==> config.mk <==
export PLATFORM = sky130hd
export DESIGN_NAME = sids_top
export DESIGN_NICKNAME = d
export VERILOG_FILES = /design/src/sids_pkg.sv /design/src/sids_top.sv
export SDC_FILE = /design/constraint.sdc
export NUM_CORES = 1
export LEC_CHECK = 0
export ABC_AREA = 1
export CAP_MARGIN = 30
export CORE_MARGIN = 4
export CORE_UTILIZATION = 60
export DETAILED_ROUTE_END_ITERATION = 12
export DONT_BUFFER_PORTS = 1
export PLACE_DENSITY_LB_ADDON = 0.3
export SLEW_MARGIN = 20
export SYNTH_ARGS = -nofsm -noshare
export SYNTH_HDL_FRONTEND = slang
export SYNTH_SLANG_ARGS = --single-unit
==> constraint.sdc <==
create_clock -name mclk_in -period 3.8 [get_ports mclk_in]
set_clock_uncertainty 0.1 [all_clocks]
set_input_delay 0.76 -clock mclk_in [delete_from_list [all_inputs] [get_ports mclk_in]]
set_output_delay 0.76 -clock mclk_in [all_outputs]
set_load 0.005 [all_outputs]
==> src/sids_pkg.sv <==
// constants shared by the serial port register block: offsets, bit positions, reset values
package sids_pkg;
   // register byte offsets on the peripheral bus
   localparam logic [7:0]  OFF_PORT_CFG    = 8'h00;  // main control: port on, master, width, mode
   localparam logic [7:0]  OFF_AUX_CTRL    = 8'h04;  // interrupt, dma and select-drive enables
   localparam logic [7:0]  OFF_FLAG_STATUS = 8'h08;  // status flags
   localparam logic [7:0]  OFF_DATA_PORT   = 8'h0C;  // send buffer on write, receive buffer on read
   localparam logic [7:0]  OFF_RX_CHECK    = 8'h14;  // expected received check value
   // main control fields
   localparam int          CFG_MASTER      = 2;      // master role
   localparam int          CFG_PORT_ON     = 6;      // port enable
   localparam int          CFG_FRAME_WIDTH = 11;     // 0: 8-bit frames, 1: 16-bit frames
   localparam int          CFG_AUDIO_MODE  = 12;     // 0: spi, 1: audio serial
   localparam int          CFG_CHECK_NEXT  = 13;     // next received frame is the check value
   localparam logic [15:0] CFG_WR_MASK     = 16'h3844;
   // auxiliary control fields
   localparam int          AUX_TX_EMPTY_IRQ_EN = 7;
   localparam int          AUX_RX_AVAIL_IRQ_EN = 6;
   localparam int          AUX_FAULT_IRQ_EN    = 5;
   localparam int          AUX_SELECT_OUT      = 2;
   localparam int          AUX_TX_DMA_REQ_EN   = 1;
   localparam int          AUX_RX_DMA_REQ_EN   = 0;
   localparam logic [15:0] AUX_WR_MASK         = 16'h00E7;
   // status fields
   localparam int          STS_BUSY        = 7;
   localparam int          STS_OVERRUN     = 6;
   localparam int          STS_CONFLICT    = 5;
   localparam int          STS_CHECK_MIS   = 4;
   localparam int          STS_UNDERRUN    = 3;
   localparam int          STS_AUDIO_SIDE  = 2;
   localparam int          STS_TX_EMPTY    = 1;
   localparam int          STS_RX_AVAIL    = 0;
   // reset values and frame lengths
   localparam logic [15:0] CFG_RST         = 16'h0000;
   localparam logic [15:0] AUX_RST         = 16'h0000;
   localparam logic [15:0] STATUS_RST      = 16'h0002;
   localparam logic [15:0] DATA_RST        = 16'h0000;
   localparam logic [15:0] CHECK_RST       = 16'h0000;
   localparam logic [4:0]  BITS_NARROW     = 5'h08;  // bits in an 8-bit frame
   localparam logic [4:0]  BITS_WIDE       = 5'h10;  // bits in a 16-bit frame
   // link engine states
   typedef enum logic [1:0] {
      LINK_IDLE  = 2'b01,
      LINK_SHIFT = 2'b10
   } sids_link_e;
endpackage

==> src/sids_top.sv <==
// serial port register block: control, status, data buffers and a minimal link shifter
`timescale 1ns/1ps

// Summary of operation
// - send-empty enable requests interrupt while empty
// - receive enable requests interrupt while data waits
// - fault enable requests interrupt on any error
// - select drive on: port-on spi master drives chip select pin
// - transmit dma request when send empty
// - receive dma request when receive holds data
// - busy set by hardware while shifting or pending
// - overrun set by hardware, cleared by sequence
// - mode conflict sticky until clearing sequence
// - check mismatch set, cleared writing zero
// - underrun in audio mode, sequence clears
// - audio side flag: left zero, right one
// - send empty flag, resets to empty
// - receive available flag shows unread word
// - one address, separate send and receive buffers
// - 8-bit frames use low byte, upper zero
// - 16-bit frames use all sixteen bits
// - width select: 0 eight bits, 1 sixteen
module sids_top (
   input  wire logic        mclk_in,          // bus clock, 10 MHz
   input  wire logic        rst_b_in,         // synchronous reset, active low
   input  wire logic        psel_in,          // apb select
   input  wire logic        penable_in,       // apb access phase
   input  wire logic        pwrite_in,        // apb direction
   input  wire logic [7:0]  paddr_in,         // apb byte address
   input  wire logic [31:0] pwdata_in,        // apb write data
   output logic      [31:0] prdata_out,       // apb read data
   output logic             pready_out,       // apb ready
   output logic             pslverr_out,      // apb error on unmapped address
   input  wire logic        link_clk_in,      // serial clock from the partner
   input  wire logic        link_din_in,      // serial data in
   output logic             link_dout_out,    // serial data out
   input  wire logic        chip_select_pin_in,      // chip select pin level
   output logic             chip_select_pin_out,     // chip select drive level
   output logic             chip_select_pin_oe_b_out, // low while driving the pin
   output logic             irq_out,          // combined interrupt request
   output logic             tx_dma_req_out,   // transmit dma request
   output logic             rx_dma_req_out    // receive dma request
);
   // register state
   logic [15:0] cfg_q;                  // main control
   logic [15:0] aux_q;                  // auxiliary control
   logic [15:0] rx_check_q;             // expected check value
   logic [15:0] tx_buf_q;               // send buffer
   logic [15:0] rx_buf_q;               // receive buffer
   logic        tx_empty_q;             // send buffer empty
   logic        rx_avail_q;             // receive buffer holds a word
   logic        overrun_q;              // overflow error
   logic        conflict_q;             // master conflict error
   logic        check_mis_q;            // check value mismatch
   logic        underrun_q;             // audio underflow
   logic        side_q;                 // audio channel due
   logic        armed_q;                // last completed access was a status read
   // link state
   sids_pkg::sids_link_e state_q;       // link engine state
   logic [15:0] tx_sh_q;                // outgoing shift register
   logic [15:0] rx_sh_q;                // incoming shift register
   logic [4:0]  bit_cnt_q;              // bits taken in this frame
   logic        sck_s1_q, sck_s2_q, sck_s3_q;   // link clock synchroniser and history
   logic        din_s1_q, din_s2_q;     // data synchroniser
   logic        cs_s1_q, cs_s2_q;       // chip select synchroniser

   // bus decode
   wire         setup     = psel_in & ~penable_in;
   wire         done      = psel_in & penable_in & pready_out;
   wire         wr_done   = done & pwrite_in;
   wire         rd_done   = done & ~pwrite_in;
   wire         hit_cfg   = paddr_in == sids_pkg::OFF_PORT_CFG;
   wire         hit_aux   = paddr_in == sids_pkg::OFF_AUX_CTRL;
   wire         hit_sts   = paddr_in == sids_pkg::OFF_FLAG_STATUS;
   wire         hit_dat   = paddr_in == sids_pkg::OFF_DATA_PORT;
   wire         hit_chk   = paddr_in == sids_pkg::OFF_RX_CHECK;
   wire         mapped    = hit_cfg | hit_aux | hit_sts | hit_dat | hit_chk;
   wire         wr_cfg    = wr_done & hit_cfg;
   wire         wr_sts    = wr_done & hit_sts;
   wire         wr_dat    = wr_done & hit_dat;
   wire         rd_sts    = rd_done & hit_sts;
   wire         rd_dat    = rd_done & hit_dat;

   // mode decode
   wire         port_on   = cfg_q[sids_pkg::CFG_PORT_ON];
   wire         audio     = cfg_q[sids_pkg::CFG_AUDIO_MODE];
   wire         wide      = cfg_q[sids_pkg::CFG_FRAME_WIDTH];
   wire [4:0]   frame_len = wide ? sids_pkg::BITS_WIDE : sids_pkg::BITS_NARROW;
   wire [15:0]  width_mask = wide ? 16'hFFFF : 16'h00FF;

   // link edge and frame decode
   wire         sck_rise  = sck_s2_q & ~sck_s3_q;
   wire         sck_fall  = ~sck_s2_q & sck_s3_q;
   wire         drive_cs  = port_on & cfg_q[sids_pkg::CFG_MASTER] & aux_q[sids_pkg::AUX_SELECT_OUT] & ~audio;
   wire         frame_on  = audio ? port_on : (port_on & ~cs_s2_q);
   wire         start     = (state_q == sids_pkg::LINK_IDLE) & frame_on & sck_rise;
   wire         shifting  = (state_q == sids_pkg::LINK_SHIFT);
   wire [4:0]   cnt_next  = 5'(bit_cnt_q + 5'h01);
   wire         last_bit  = shifting & frame_on & sck_rise & (cnt_next == frame_len);
   wire [15:0]  rx_word   = {rx_sh_q[14:0], din_s2_q} & width_mask;
   wire         check_frm = last_bit & cfg_q[sids_pkg::CFG_CHECK_NEXT] & ~audio;
   wire         data_frm  = last_bit & ~check_frm;
   wire         busy      = shifting | ~tx_empty_q;

   // flag events
   wire         tx_load   = start;
   wire         ovr_set   = data_frm & rx_avail_q & ~rd_dat;
   wire         rx_store  = data_frm & ~ovr_set;
   wire         unr_set   = start & tx_empty_q & audio;
   wire         conf_set  = port_on & cfg_q[sids_pkg::CFG_MASTER] & ~audio & ~drive_cs & ~cs_s2_q;
   wire         chk_set   = check_frm & (rx_word != (rx_check_q & width_mask));
   wire [15:0]  status_w  = {8'h00, busy, overrun_q, conflict_q, check_mis_q, underrun_q, side_q, tx_empty_q,
                             rx_avail_q};
   wire         fault     = overrun_q | conflict_q | check_mis_q | underrun_q;
   wire         irq_d     = (aux_q[sids_pkg::AUX_TX_EMPTY_IRQ_EN] & tx_empty_q)
                          | (aux_q[sids_pkg::AUX_RX_AVAIL_IRQ_EN] & rx_avail_q)
                          | (aux_q[sids_pkg::AUX_FAULT_IRQ_EN] & fault);

   // read data selection
   wire [15:0]  rd_word   = hit_cfg ? cfg_q :
                            hit_aux ? aux_q :
                            hit_sts ? status_w :
                            hit_dat ? rx_buf_q :
                            hit_chk ? rx_check_q : 16'h0000;

   // pin synchronisers, two flops before any use
   always_ff @(posedge mclk_in) begin
      sck_s1_q <= link_clk_in;
      sck_s2_q <= sck_s1_q;
      sck_s3_q <= sck_s2_q;
      din_s1_q <= link_din_in;
      din_s2_q <= din_s1_q;
      cs_s1_q  <= chip_select_pin_in;
      cs_s2_q  <= cs_s1_q;
   end

   // apb answer: data captured in setup, ready in the first access cycle
   always_ff @(posedge mclk_in) begin
      if (!rst_b_in) begin
         prdata_out  <= 32'h0000_0000;
         pready_out  <= 1'b0;
         pslverr_out <= 1'b0;
      end else begin
         pready_out  <= setup;
         pslverr_out <= setup & ~mapped;
         if (setup) begin
            prdata_out <= {16'h0000, rd_word};
         end
      end
   end

   // main control; width may only change while the port is off
   always_ff @(posedge mclk_in) begin
      if (!rst_b_in) begin
         cfg_q <= sids_pkg::CFG_RST;
      end else if (wr_cfg) begin
         cfg_q <= pwdata_in[15:0] & sids_pkg::CFG_WR_MASK;
         if (port_on) begin
            cfg_q[sids_pkg::CFG_FRAME_WIDTH] <= cfg_q[sids_pkg::CFG_FRAME_WIDTH];
         end
      end else if (check_frm) begin
         cfg_q[sids_pkg::CFG_CHECK_NEXT] <= 1'b0;         // check frame consumed
      end
   end

   // auxiliary control and expected check value
   always_ff @(posedge mclk_in) begin
      if (!rst_b_in) begin
         aux_q      <= sids_pkg::AUX_RST;
         rx_check_q <= sids_pkg::CHECK_RST;
      end else begin
         if (wr_done & hit_aux) begin
            aux_q <= pwdata_in[15:0] & sids_pkg::AUX_WR_MASK;
         end
         if (wr_done & hit_chk) begin
            rx_check_q <= pwdata_in[15:0];
         end
      end
   end

   // send buffer; a write in the load cycle keeps the buffer full
   always_ff @(posedge mclk_in) begin
      if (!rst_b_in) begin
         tx_buf_q   <= sids_pkg::DATA_RST;
         tx_empty_q <= sids_pkg::STATUS_RST[sids_pkg::STS_TX_EMPTY];
      end else if (wr_dat) begin
         tx_buf_q   <= pwdata_in[15:0] & width_mask;
         tx_empty_q <= 1'b0;
      end else if (tx_load) begin
         tx_empty_q <= 1'b1;
      end
   end

   // receive buffer; a new word wins over a read in the same cycle
   always_ff @(posedge mclk_in) begin
      if (!rst_b_in) begin
         rx_buf_q   <= sids_pkg::DATA_RST;
         rx_avail_q <= sids_pkg::STATUS_RST[sids_pkg::STS_RX_AVAIL];
      end else if (rx_store) begin
         rx_buf_q   <= rx_word;
         rx_avail_q <= 1'b1;
      end else if (rd_dat) begin
         rx_avail_q <= 1'b0;
      end
   end

   // sequence tracker: armed by a status read, dropped by any other access
   always_ff @(posedge mclk_in) begin
      if (!rst_b_in) begin
         armed_q <= 1'b0;
      end else if (done) begin
         armed_q <= rd_sts;
      end
   end

   // error flags: hardware set wins over the software clear
   always_ff @(posedge mclk_in) begin
      if (!rst_b_in) begin
         overrun_q   <= sids_pkg::STATUS_RST[sids_pkg::STS_OVERRUN];
         conflict_q  <= sids_pkg::STATUS_RST[sids_pkg::STS_CONFLICT];
         check_mis_q <= sids_pkg::STATUS_RST[sids_pkg::STS_CHECK_MIS];
         underrun_q  <= sids_pkg::STATUS_RST[sids_pkg::STS_UNDERRUN];
      end else begin
         overrun_q   <= ovr_set | (overrun_q & ~(rd_dat & armed_q));
         conflict_q  <= conf_set | (conflict_q & ~(wr_cfg & armed_q));
         check_mis_q <= chk_set | (check_mis_q & ~(wr_sts & ~pwdata_in[sids_pkg::STS_CHECK_MIS]));
         underrun_q  <= unr_set | (underrun_q & ~(wr_dat & armed_q));
      end
   end

   // link engine: load on first rising edge, sample on rising, shift out on falling
   always_ff @(posedge mclk_in) begin
      if (!rst_b_in) begin
         state_q   <= sids_pkg::LINK_IDLE;
         tx_sh_q   <= 16'h0000;
         rx_sh_q   <= 16'h0000;
         bit_cnt_q <= 5'h00;
         side_q    <= 1'b0;
      end else if (start) begin
         state_q   <= sids_pkg::LINK_SHIFT;
         tx_sh_q   <= tx_empty_q ? 16'h0000 : tx_buf_q;   // empty buffer sends zeros
         rx_sh_q   <= {15'h0000, din_s2_q};
         bit_cnt_q <= 5'h01;
      end else if (shifting & ~frame_on) begin
         state_q   <= sids_pkg::LINK_IDLE;                // frame aborted by select release or port off
         bit_cnt_q <= 5'h00;
      end else if (last_bit) begin
         state_q   <= sids_pkg::LINK_IDLE;
         bit_cnt_q <= 5'h00;
         side_q    <= audio & ~side_q;
      end else if (shifting & sck_rise) begin
         rx_sh_q   <= {rx_sh_q[14:0], din_s2_q};
         bit_cnt_q <= cnt_next;
      end else if (shifting & sck_fall) begin
         tx_sh_q   <= {tx_sh_q[14:0], 1'b0};
      end
   end

   // pins and request outputs, all registered
   always_ff @(posedge mclk_in) begin
      if (!rst_b_in) begin
         link_dout_out            <= 1'b0;
         chip_select_pin_out      <= 1'b1;
         chip_select_pin_oe_b_out <= 1'b1;
         irq_out                  <= 1'b0;
         tx_dma_req_out           <= 1'b0;
         rx_dma_req_out           <= 1'b0;
      end else begin
         link_dout_out            <= wide ? tx_sh_q[15] : tx_sh_q[7];
         chip_select_pin_out      <= ~drive_cs;
         chip_select_pin_oe_b_out <= ~drive_cs;
         irq_out                  <= irq_d;
         tx_dma_req_out           <= aux_q[sids_pkg::AUX_TX_DMA_REQ_EN] & tx_empty_q;
         rx_dma_req_out           <= aux_q[sids_pkg::AUX_RX_DMA_REQ_EN] & rx_avail_q;
      end
   end

endmodule // sids_top

==> results of run 1 <==
==> logic make-up (layout without fill, tap and decap cells) <==
group           Yosys count  count (layout)  synth area share [%]
buf+inv                 153             138                 11.37
flops                   135             135                 43.48
simple gates            427             427                 29.87
compound gates          160             160                 13.69
other cells               1              16               0.06033
fa+ha+maj                 2               2                0.4025
xor+xnor                  8               8                 1.127
==> layout by cell type, fill, tap and decap left out, types with 2 or more instances in the layout <==
master and n:
o21ai_1 6, nand2_4 3, xor2_1 8, a31oi_1 3, nand2_1 209, a21oi_1 80
nand3_1 70, conb_1 16, nand2_2 3, o31ai_1 2, nand3b_1 3, o22ai_1 5
o21ai_0 51, inv_1 89, o211ai_1 2, a211oi_1 9, inv_6 3, dfxtp_1 135
buf_4 9, clkbuf_16 16, nand4_4 2, inv_2 5, nor2_2 5, clkinv_2 5
nor2_4 3, nor3_1 5, ha_1 2, clkbuf_8 5, nand4_1 7, nor2_1 114
bufinv_16 4
==> per-stage QoR <==
step	total power [uW]	setup WS [ns]	util [%]	hold WS, ns
after detailed placement	1520	1.157	62.26	0.2150
final	3243	1.562	68.67	0.1508
after global routing	3323	1.376	68.67	0.1300
after floorplan	1521	1.803	-	0.2096
after global placement	1518	1.145	62.26	0.2138
after CTS	3256	1.594	68.67	0.1347
==> sequential cells by signal (all words and copies together) (netlist names), 2 cells and up <==
signal	cells
cfg_q	5
rx_check_q	16
aux_q	6
tx_sh_q	16
state_q	2
prdata_out	16
rx_buf_q	16
tx_buf_q	16
bit_cnt_q	5
rx_sh_q	15
==> worst max-delay path: stages (launching register included) <==
cell,delay [ns]
dfxtp_1,0.77
inv_1,0.28
nand3_1,0.18
nand2_2,0.14
nand2_4,0.26
nand2_4,0.18
nand2_1,0.11
a21oi_1,0.06
==> cell type report <==
cell class / count / area, um^2 / area share (%)
Multi-Input combinational cell: 613 / 2863 / 42.07
Sequential cell: 135 / 2703 / 39.71
Inverter: 97 / 370.4 / 5.442
Tap cell: 133 / 166.4 / 2.445
Timing Repair Buffer: 9 / 67.56 / 0.9928
Clock inverter: 11 / 166.4 / 2.445
Clock buffer: 21 / 469.2 / 6.895
==> where the power goes <==
part	internal [uW]	leakage [uW]	switching [uW]
clock	1140	0.000319	613
combinational	15.6	0.00157	47.9
sequential	1420	0.00109	5.76
==> path summary, 6_finish.rpt <==
kind          startpoint         end  slack (ns)  depth (start not counted)
max            cfg_q[11]  rx_sh_q[8]        1.56                          7
min          link_din_in    din_s1_q        0.15                          0
max reg2reg    cfg_q[11]  rx_sh_q[8]        1.56                          7
min reg2reg     din_s1_q    din_s2_q        0.23                          0
==> metal layers <==
| layer | wire [um] | global-route usage (%) |
|---|---|---|
| met3 | 1561 | 9.043 |
| met5 | 0 | 0 |
| met2 | 7784 | 46.49 |
| met1 | 6654 | 35.37 |
| met4 | 586 | 13.45 |
==> key figures, run 1 <==
Final layout
  – Share of cells above drive strength 1: approximately 7.7%
  – Inserted Diodes: 0
  – Filler instances: between 800 and 900
  – Non-filler cells, final: 1019
  – Nets: just over 900
  – Area Growth Syn to Fin: 9.481%
  – Post-route cell area: 6805 um^2

Synth
  – Syn avg cell area: 7.016 um^2
  – Synth warn: 0
  – Post-Syn Area: around 6200 um^2
  – Synth cell types: 38
  – Seq/Total Area, Yosys: 43.48%
  – Commonest cells in the netlist: nand2_1 (209), dfxtp_1 (135), nor2_1 (114)
  – Count leader, synth: nand2_1
  – Post-synthesis async set-or-reset flop share: 0%
  – Flops & latches, synth: 135
  – Top-area cell type share of the netlist area: 43.48%
  – Cells after Synth: 886
  – Number of synthesized flops with an enable pin: 0
  – Primary FF master, synth: dfxtp_1
  – Synth area leader: dfxtp_1
  – Synth area leaders: dfxtp_1 (43%), nand2_1 (13%), nor2_1 (6.9%), a21oi_1 (6.4%), nand3_1 (5.6%)

Timing
  – Rel. slew slack: 53.16%
  – Fin. Hold Viols: 0
  – Max Freq: 0.4468 GHz
  – Final number of setup-violating endpoints: 0
  – Final TNS setup: 0 ns
  – Final Max Slew Viols: 0
  – Min Tclk post-route: around 2.2 ns
  – Worst-Margin Slew: 0.7001 ns
  – RSZ-0062 raised after global routing: no
  – Fin crit share: 58.90%

Setup path
  – Startpoint types: flop
  – Worst Path Max Fanout: 23
  – Worst Path Arrival: roughly 2.5 ns
  – Crit. End Element: flop
  – CP Data Required Time: slightly above 4 ns
  – Crit Path Category: flop to flop

Place
  – Placed cell area: about 6200 um^2
  – Placed cells: 987
  – DP HPWL: about 12000 um
  – IO buf count: 0
  – GP Congestion: 0.9070

Outcome
  – Status: finished, final reports clean

Floorplan
  – Total core area: 9910 um^2
  – Die Y: 109.8 um
  – Die area: 12050 um^2
  – I/O pin cnt: 88
  – Initial Util: ~63%
  – Rows: 36
  – Die width: 109.8 um

Clock tree
  – Number of setup buffers added after CTS: 0
  – Clock Sink Count: 135
  – CTS tree: done
  – Total CTS buffers: 17
  – Cts repair resizes: 0
  – Clock Pin Slew Worst Setup and Hold Paths: 0.06 ns
  – H-Tree Depth: 4
  – Worst-Skew Late Latency: approximately 0.53 ns
  – Hold buffer count at cts: 0
  – Clock Tree Buf Depth: 2
  – Root Buffer: clkbuf_8

GRT
  – Initial antenna violation count: 0
  – Grt total ovfl: 0
  – Largest net degree at the start of global routing: 70
  – Vias in the first global route: 5466
  – First-pass GRT wire length: 26670 um
  – GRT Util Overall: 28.96%

Drt
  – Via density: 5.616
  – Wirelength, routed: around 17000 um
  – DRC violations left: 0
  – Initial DRT Pass Iterations: 6
  – Initial DRC count: about 570
  – Antenna-violating nets left: 0
  – Vias: 5723
  – Drt wl/cell: 16.28 um

Hold path
  – HP Class: input pin to flop

Power and ir drop
  – Peak VDD IR: 0.0003528 V
  – P_leak: 0.002978 uW
  – Power Dens Cells: 476.5 nW/um^2

Flow run
  – Max_cap viols: 0
Note: power is estimated with default switching activity, not from simulation.
==> inputs of run 2 (changes only) <==
- CORE_UTILIZATION: 60 -> 57
- clock period: 3.8 -> 1.9 ns (I/O delays scaled with it)
==> run 2 against run 1 <==
Combinational power rose to 3.2 times the previous value. Utilization up 0.69 points. First-iteration DRC count decreased by 0.17%. Critical path depth grew 3. Via count increased by 3.5%. Largest power group unchanged. Highest routed layer unchanged.
==> key figures, run 2 (same netlist as run 1, synthesis figures left out) <==
Final layout
  – Area occupied by multi-input gates: between 2000 and 3000 um^2
  – Non-filler cells, final: 1067
  – Post-route cell area: 7257 um^2
  – Share of cells above drive strength 1: between 10% and 20%
  – Most frequent cells in the layout: nand2_1 (208), dfxtp_1 (133), nor2_1 (113)
  – Inserted Diodes: 0
  – FF/Latch Area: between 2000 and 3000 um^2
  – Filler instances: 869
  – Most common cell after layout, fill and taps aside: nand2_1
  – Nets: approximately 970
  – Area Growth Syn to Fin: 16.75%

Place
  – GP Congestion: roughly 0.91
  – Placed cell area: 6341 um^2
  – Placed cells: 1009
  – IO buf count: 0
  – DP HPWL: 11970 um

Clock tree
  – H-Tree Depth: 4
  – CTS tree: done
  – Clock Sink Count: around 140
  – Clock Pin Slew Worst Setup and Hold Paths: 0.06 ns
  – Clock Tree Buf Depth: 2
  – Total CTS buffers: 17
  – Root Buffer: clkbuf_8
  – Worst-Skew Late Latency: 0.53 ns

Setup path
  – CP Data Required Time: 2.26 ns
  – CP most frequent cell: nand2_1
  – Crit-path cells: inv_1, a21oi_2, nand2_1, buf_12, nor2_4, buf_12, nand2_1, nand3_1, nand2_1, nor2_1
  – Crit Path Category: flop to flop
  – Startpoint types: flop
  – Worst Path Max Fanout: 22
  – Worst Path Arrival: around 2.2 ns
  – Crit. End Element: flop
  – CP peak stage delay: 0.39 ns
  – Crit-path slowest cell: dfxtp_1

GRT
  – Met2 GRT Util: about 47%
  – Vias in the first global route: 5678
  – GRT Util Overall: 27.96%
  – Grt total ovfl: 0
  – First-pass GRT wire length: 28170 um
  – Initial antenna violation count: 0
  – Met1 track demand over resource: 34.37%
  – Busiest grt layer: met2
  – Largest net degree at the start of global routing: 69
  – Met3 usage: 7.062%

Power and ir drop
  – Peak VDD IR: between 0.0009 and 0.001 V
  – Clock share of power: 51.7%
  – Total power: 6342 uW
  – Power Dens Cells: 873.9 nW/um^2
  – P_leak: 0.003165 uW
  – Sequential share of power: 45.0%
  – Comb power frac: 3.3%
  – Net Switching: 1402 uW
  – Sw Ratio: 22.11%
  – Internal: 4940 uW

Drt
  – Antenna-violating nets left: 0
  – Drt wl/cell: 16.65 um
  – Wirelength, routed: 17760 um
  – Via density: 5.553
  – DRC violations left: 0
  – Initial DRC count: 571
  – Initial DRT Pass Iterations: 5
  – Vias: 5925

Timing
  – Final number of setup-violating endpoints: 0
  – Final Max Slew Viols: 0
  – Fin crit share: 94.31%
  – Min Tclk post-route: 1.792 ns
  – Fin. Hold Viols: 0
  – RSZ-0062 raised after global routing: yes
  – Max Freq: 0.5581 GHz

Floorplan
  – Total core area: 10460 um^2
  – Die width: roughly 110 um
  – Die Y: 112.4 um
  – Rows: 37
  – I/O pin cnt: 88
  – Die area: approximately 13000 um^2
  – Initial Util: 59.41%

Outcome
  – Status: finished, final reports clean

Flow run
  – Max_cap viols: 0

Hold path
  – HP Class: input pin to flop
run 2: cell count changes in the layout (fill, tap and decap cells not counted), moves of 2 or more:
cell and delta:
dlygate4sd3_1 +23, dfxtp_1 -2, clkbuf_8 -3, buf_4 +17
o21ai_1 +3, o21ai_0 -3, dfxtp_2 +2, buf_12 +3
clkinvlp_4 +4
run 2: worst paths after layout:
kind / startpoint / to / slack [ns] / depth (start not counted)
setup / recovery: cfg_q[6] / tx_sh_q[6] / 0.11 / 10
hold / removal: pwdata_in[14] / rx_check_q[14] / 0.03 / 2
setup reg to reg: cfg_q[6] / tx_sh_q[6] / 0.11 / 10
hold reg to reg: din_s1_q / din_s2_q / 0.23 / 0
run 2: through the flow:
step	utilization, %	hold slack (ns)	TNS (ns)	worst slack, ns
floorplan	-	0.2096	0	0.2189
global placement	60.61	0.2150	0	0.09224
detailed placement	60.61	0.2254	0	0.01268
CTS	68.66	0.0004556	0	0.03757
global route	69.36	0.03916	-0.05862	-0.03509
finish	69.36	0.03475	0	0.1082
run 2: timing repair:
| action | 4_1_cts | 5_1_grt |
|---|---|---|
| resized for setup | 1 | 14 |
| hold buffers | 23 | 1 |
| setup endpoints to repair | 3 | 55 |
| hold endpoints to repair | 91 | 1 |
| buffers inserted | 0 | 1 |
| pin swaps | 0 | 4 |
| cloned | 0 | 1 |
run 2: per-layer routing:
| metal | vias to the layer above | share of wire, % |
|---|---|---|
| li1 | 2870 | - |
| met1 | 2741 | 39 |
| met2 | 276 | 49 |
| met3 | 38 | 9.5 |
| met4 | 0 | 2.5 |
| met5 | - | 0 |
run 2: final cells by class:
type	count	share of cell area [%]
inverters	97	5.155
clock buffers	19	5.948
repair buffers	53	7.069
multi-input cells	614	40.09
flip-flops and latches	135	37.28
well taps	136	2.345
clock inverters	13	2.121
run 2: worst max-delay path, delay by kind of cell, from the launching register on:
kind,cells,cell delay [ns]
compound gates,1,0.16
buf+inv,3,0.44
flops,1,0.39
simple gates,6,0.61
run 2: power groups by stage:
stage | Combinational [uW] | Sequential, uW | Clock, uW
CTS | 199 | 2850 | 3290
floorplan | 128 | 2910 | 0
finish | 206 | 2850 | 3280
global placement | 121 | 2920 | 0
global route | 224 | 2860 | 3440
detailed placement | 125 | 2920 | 0
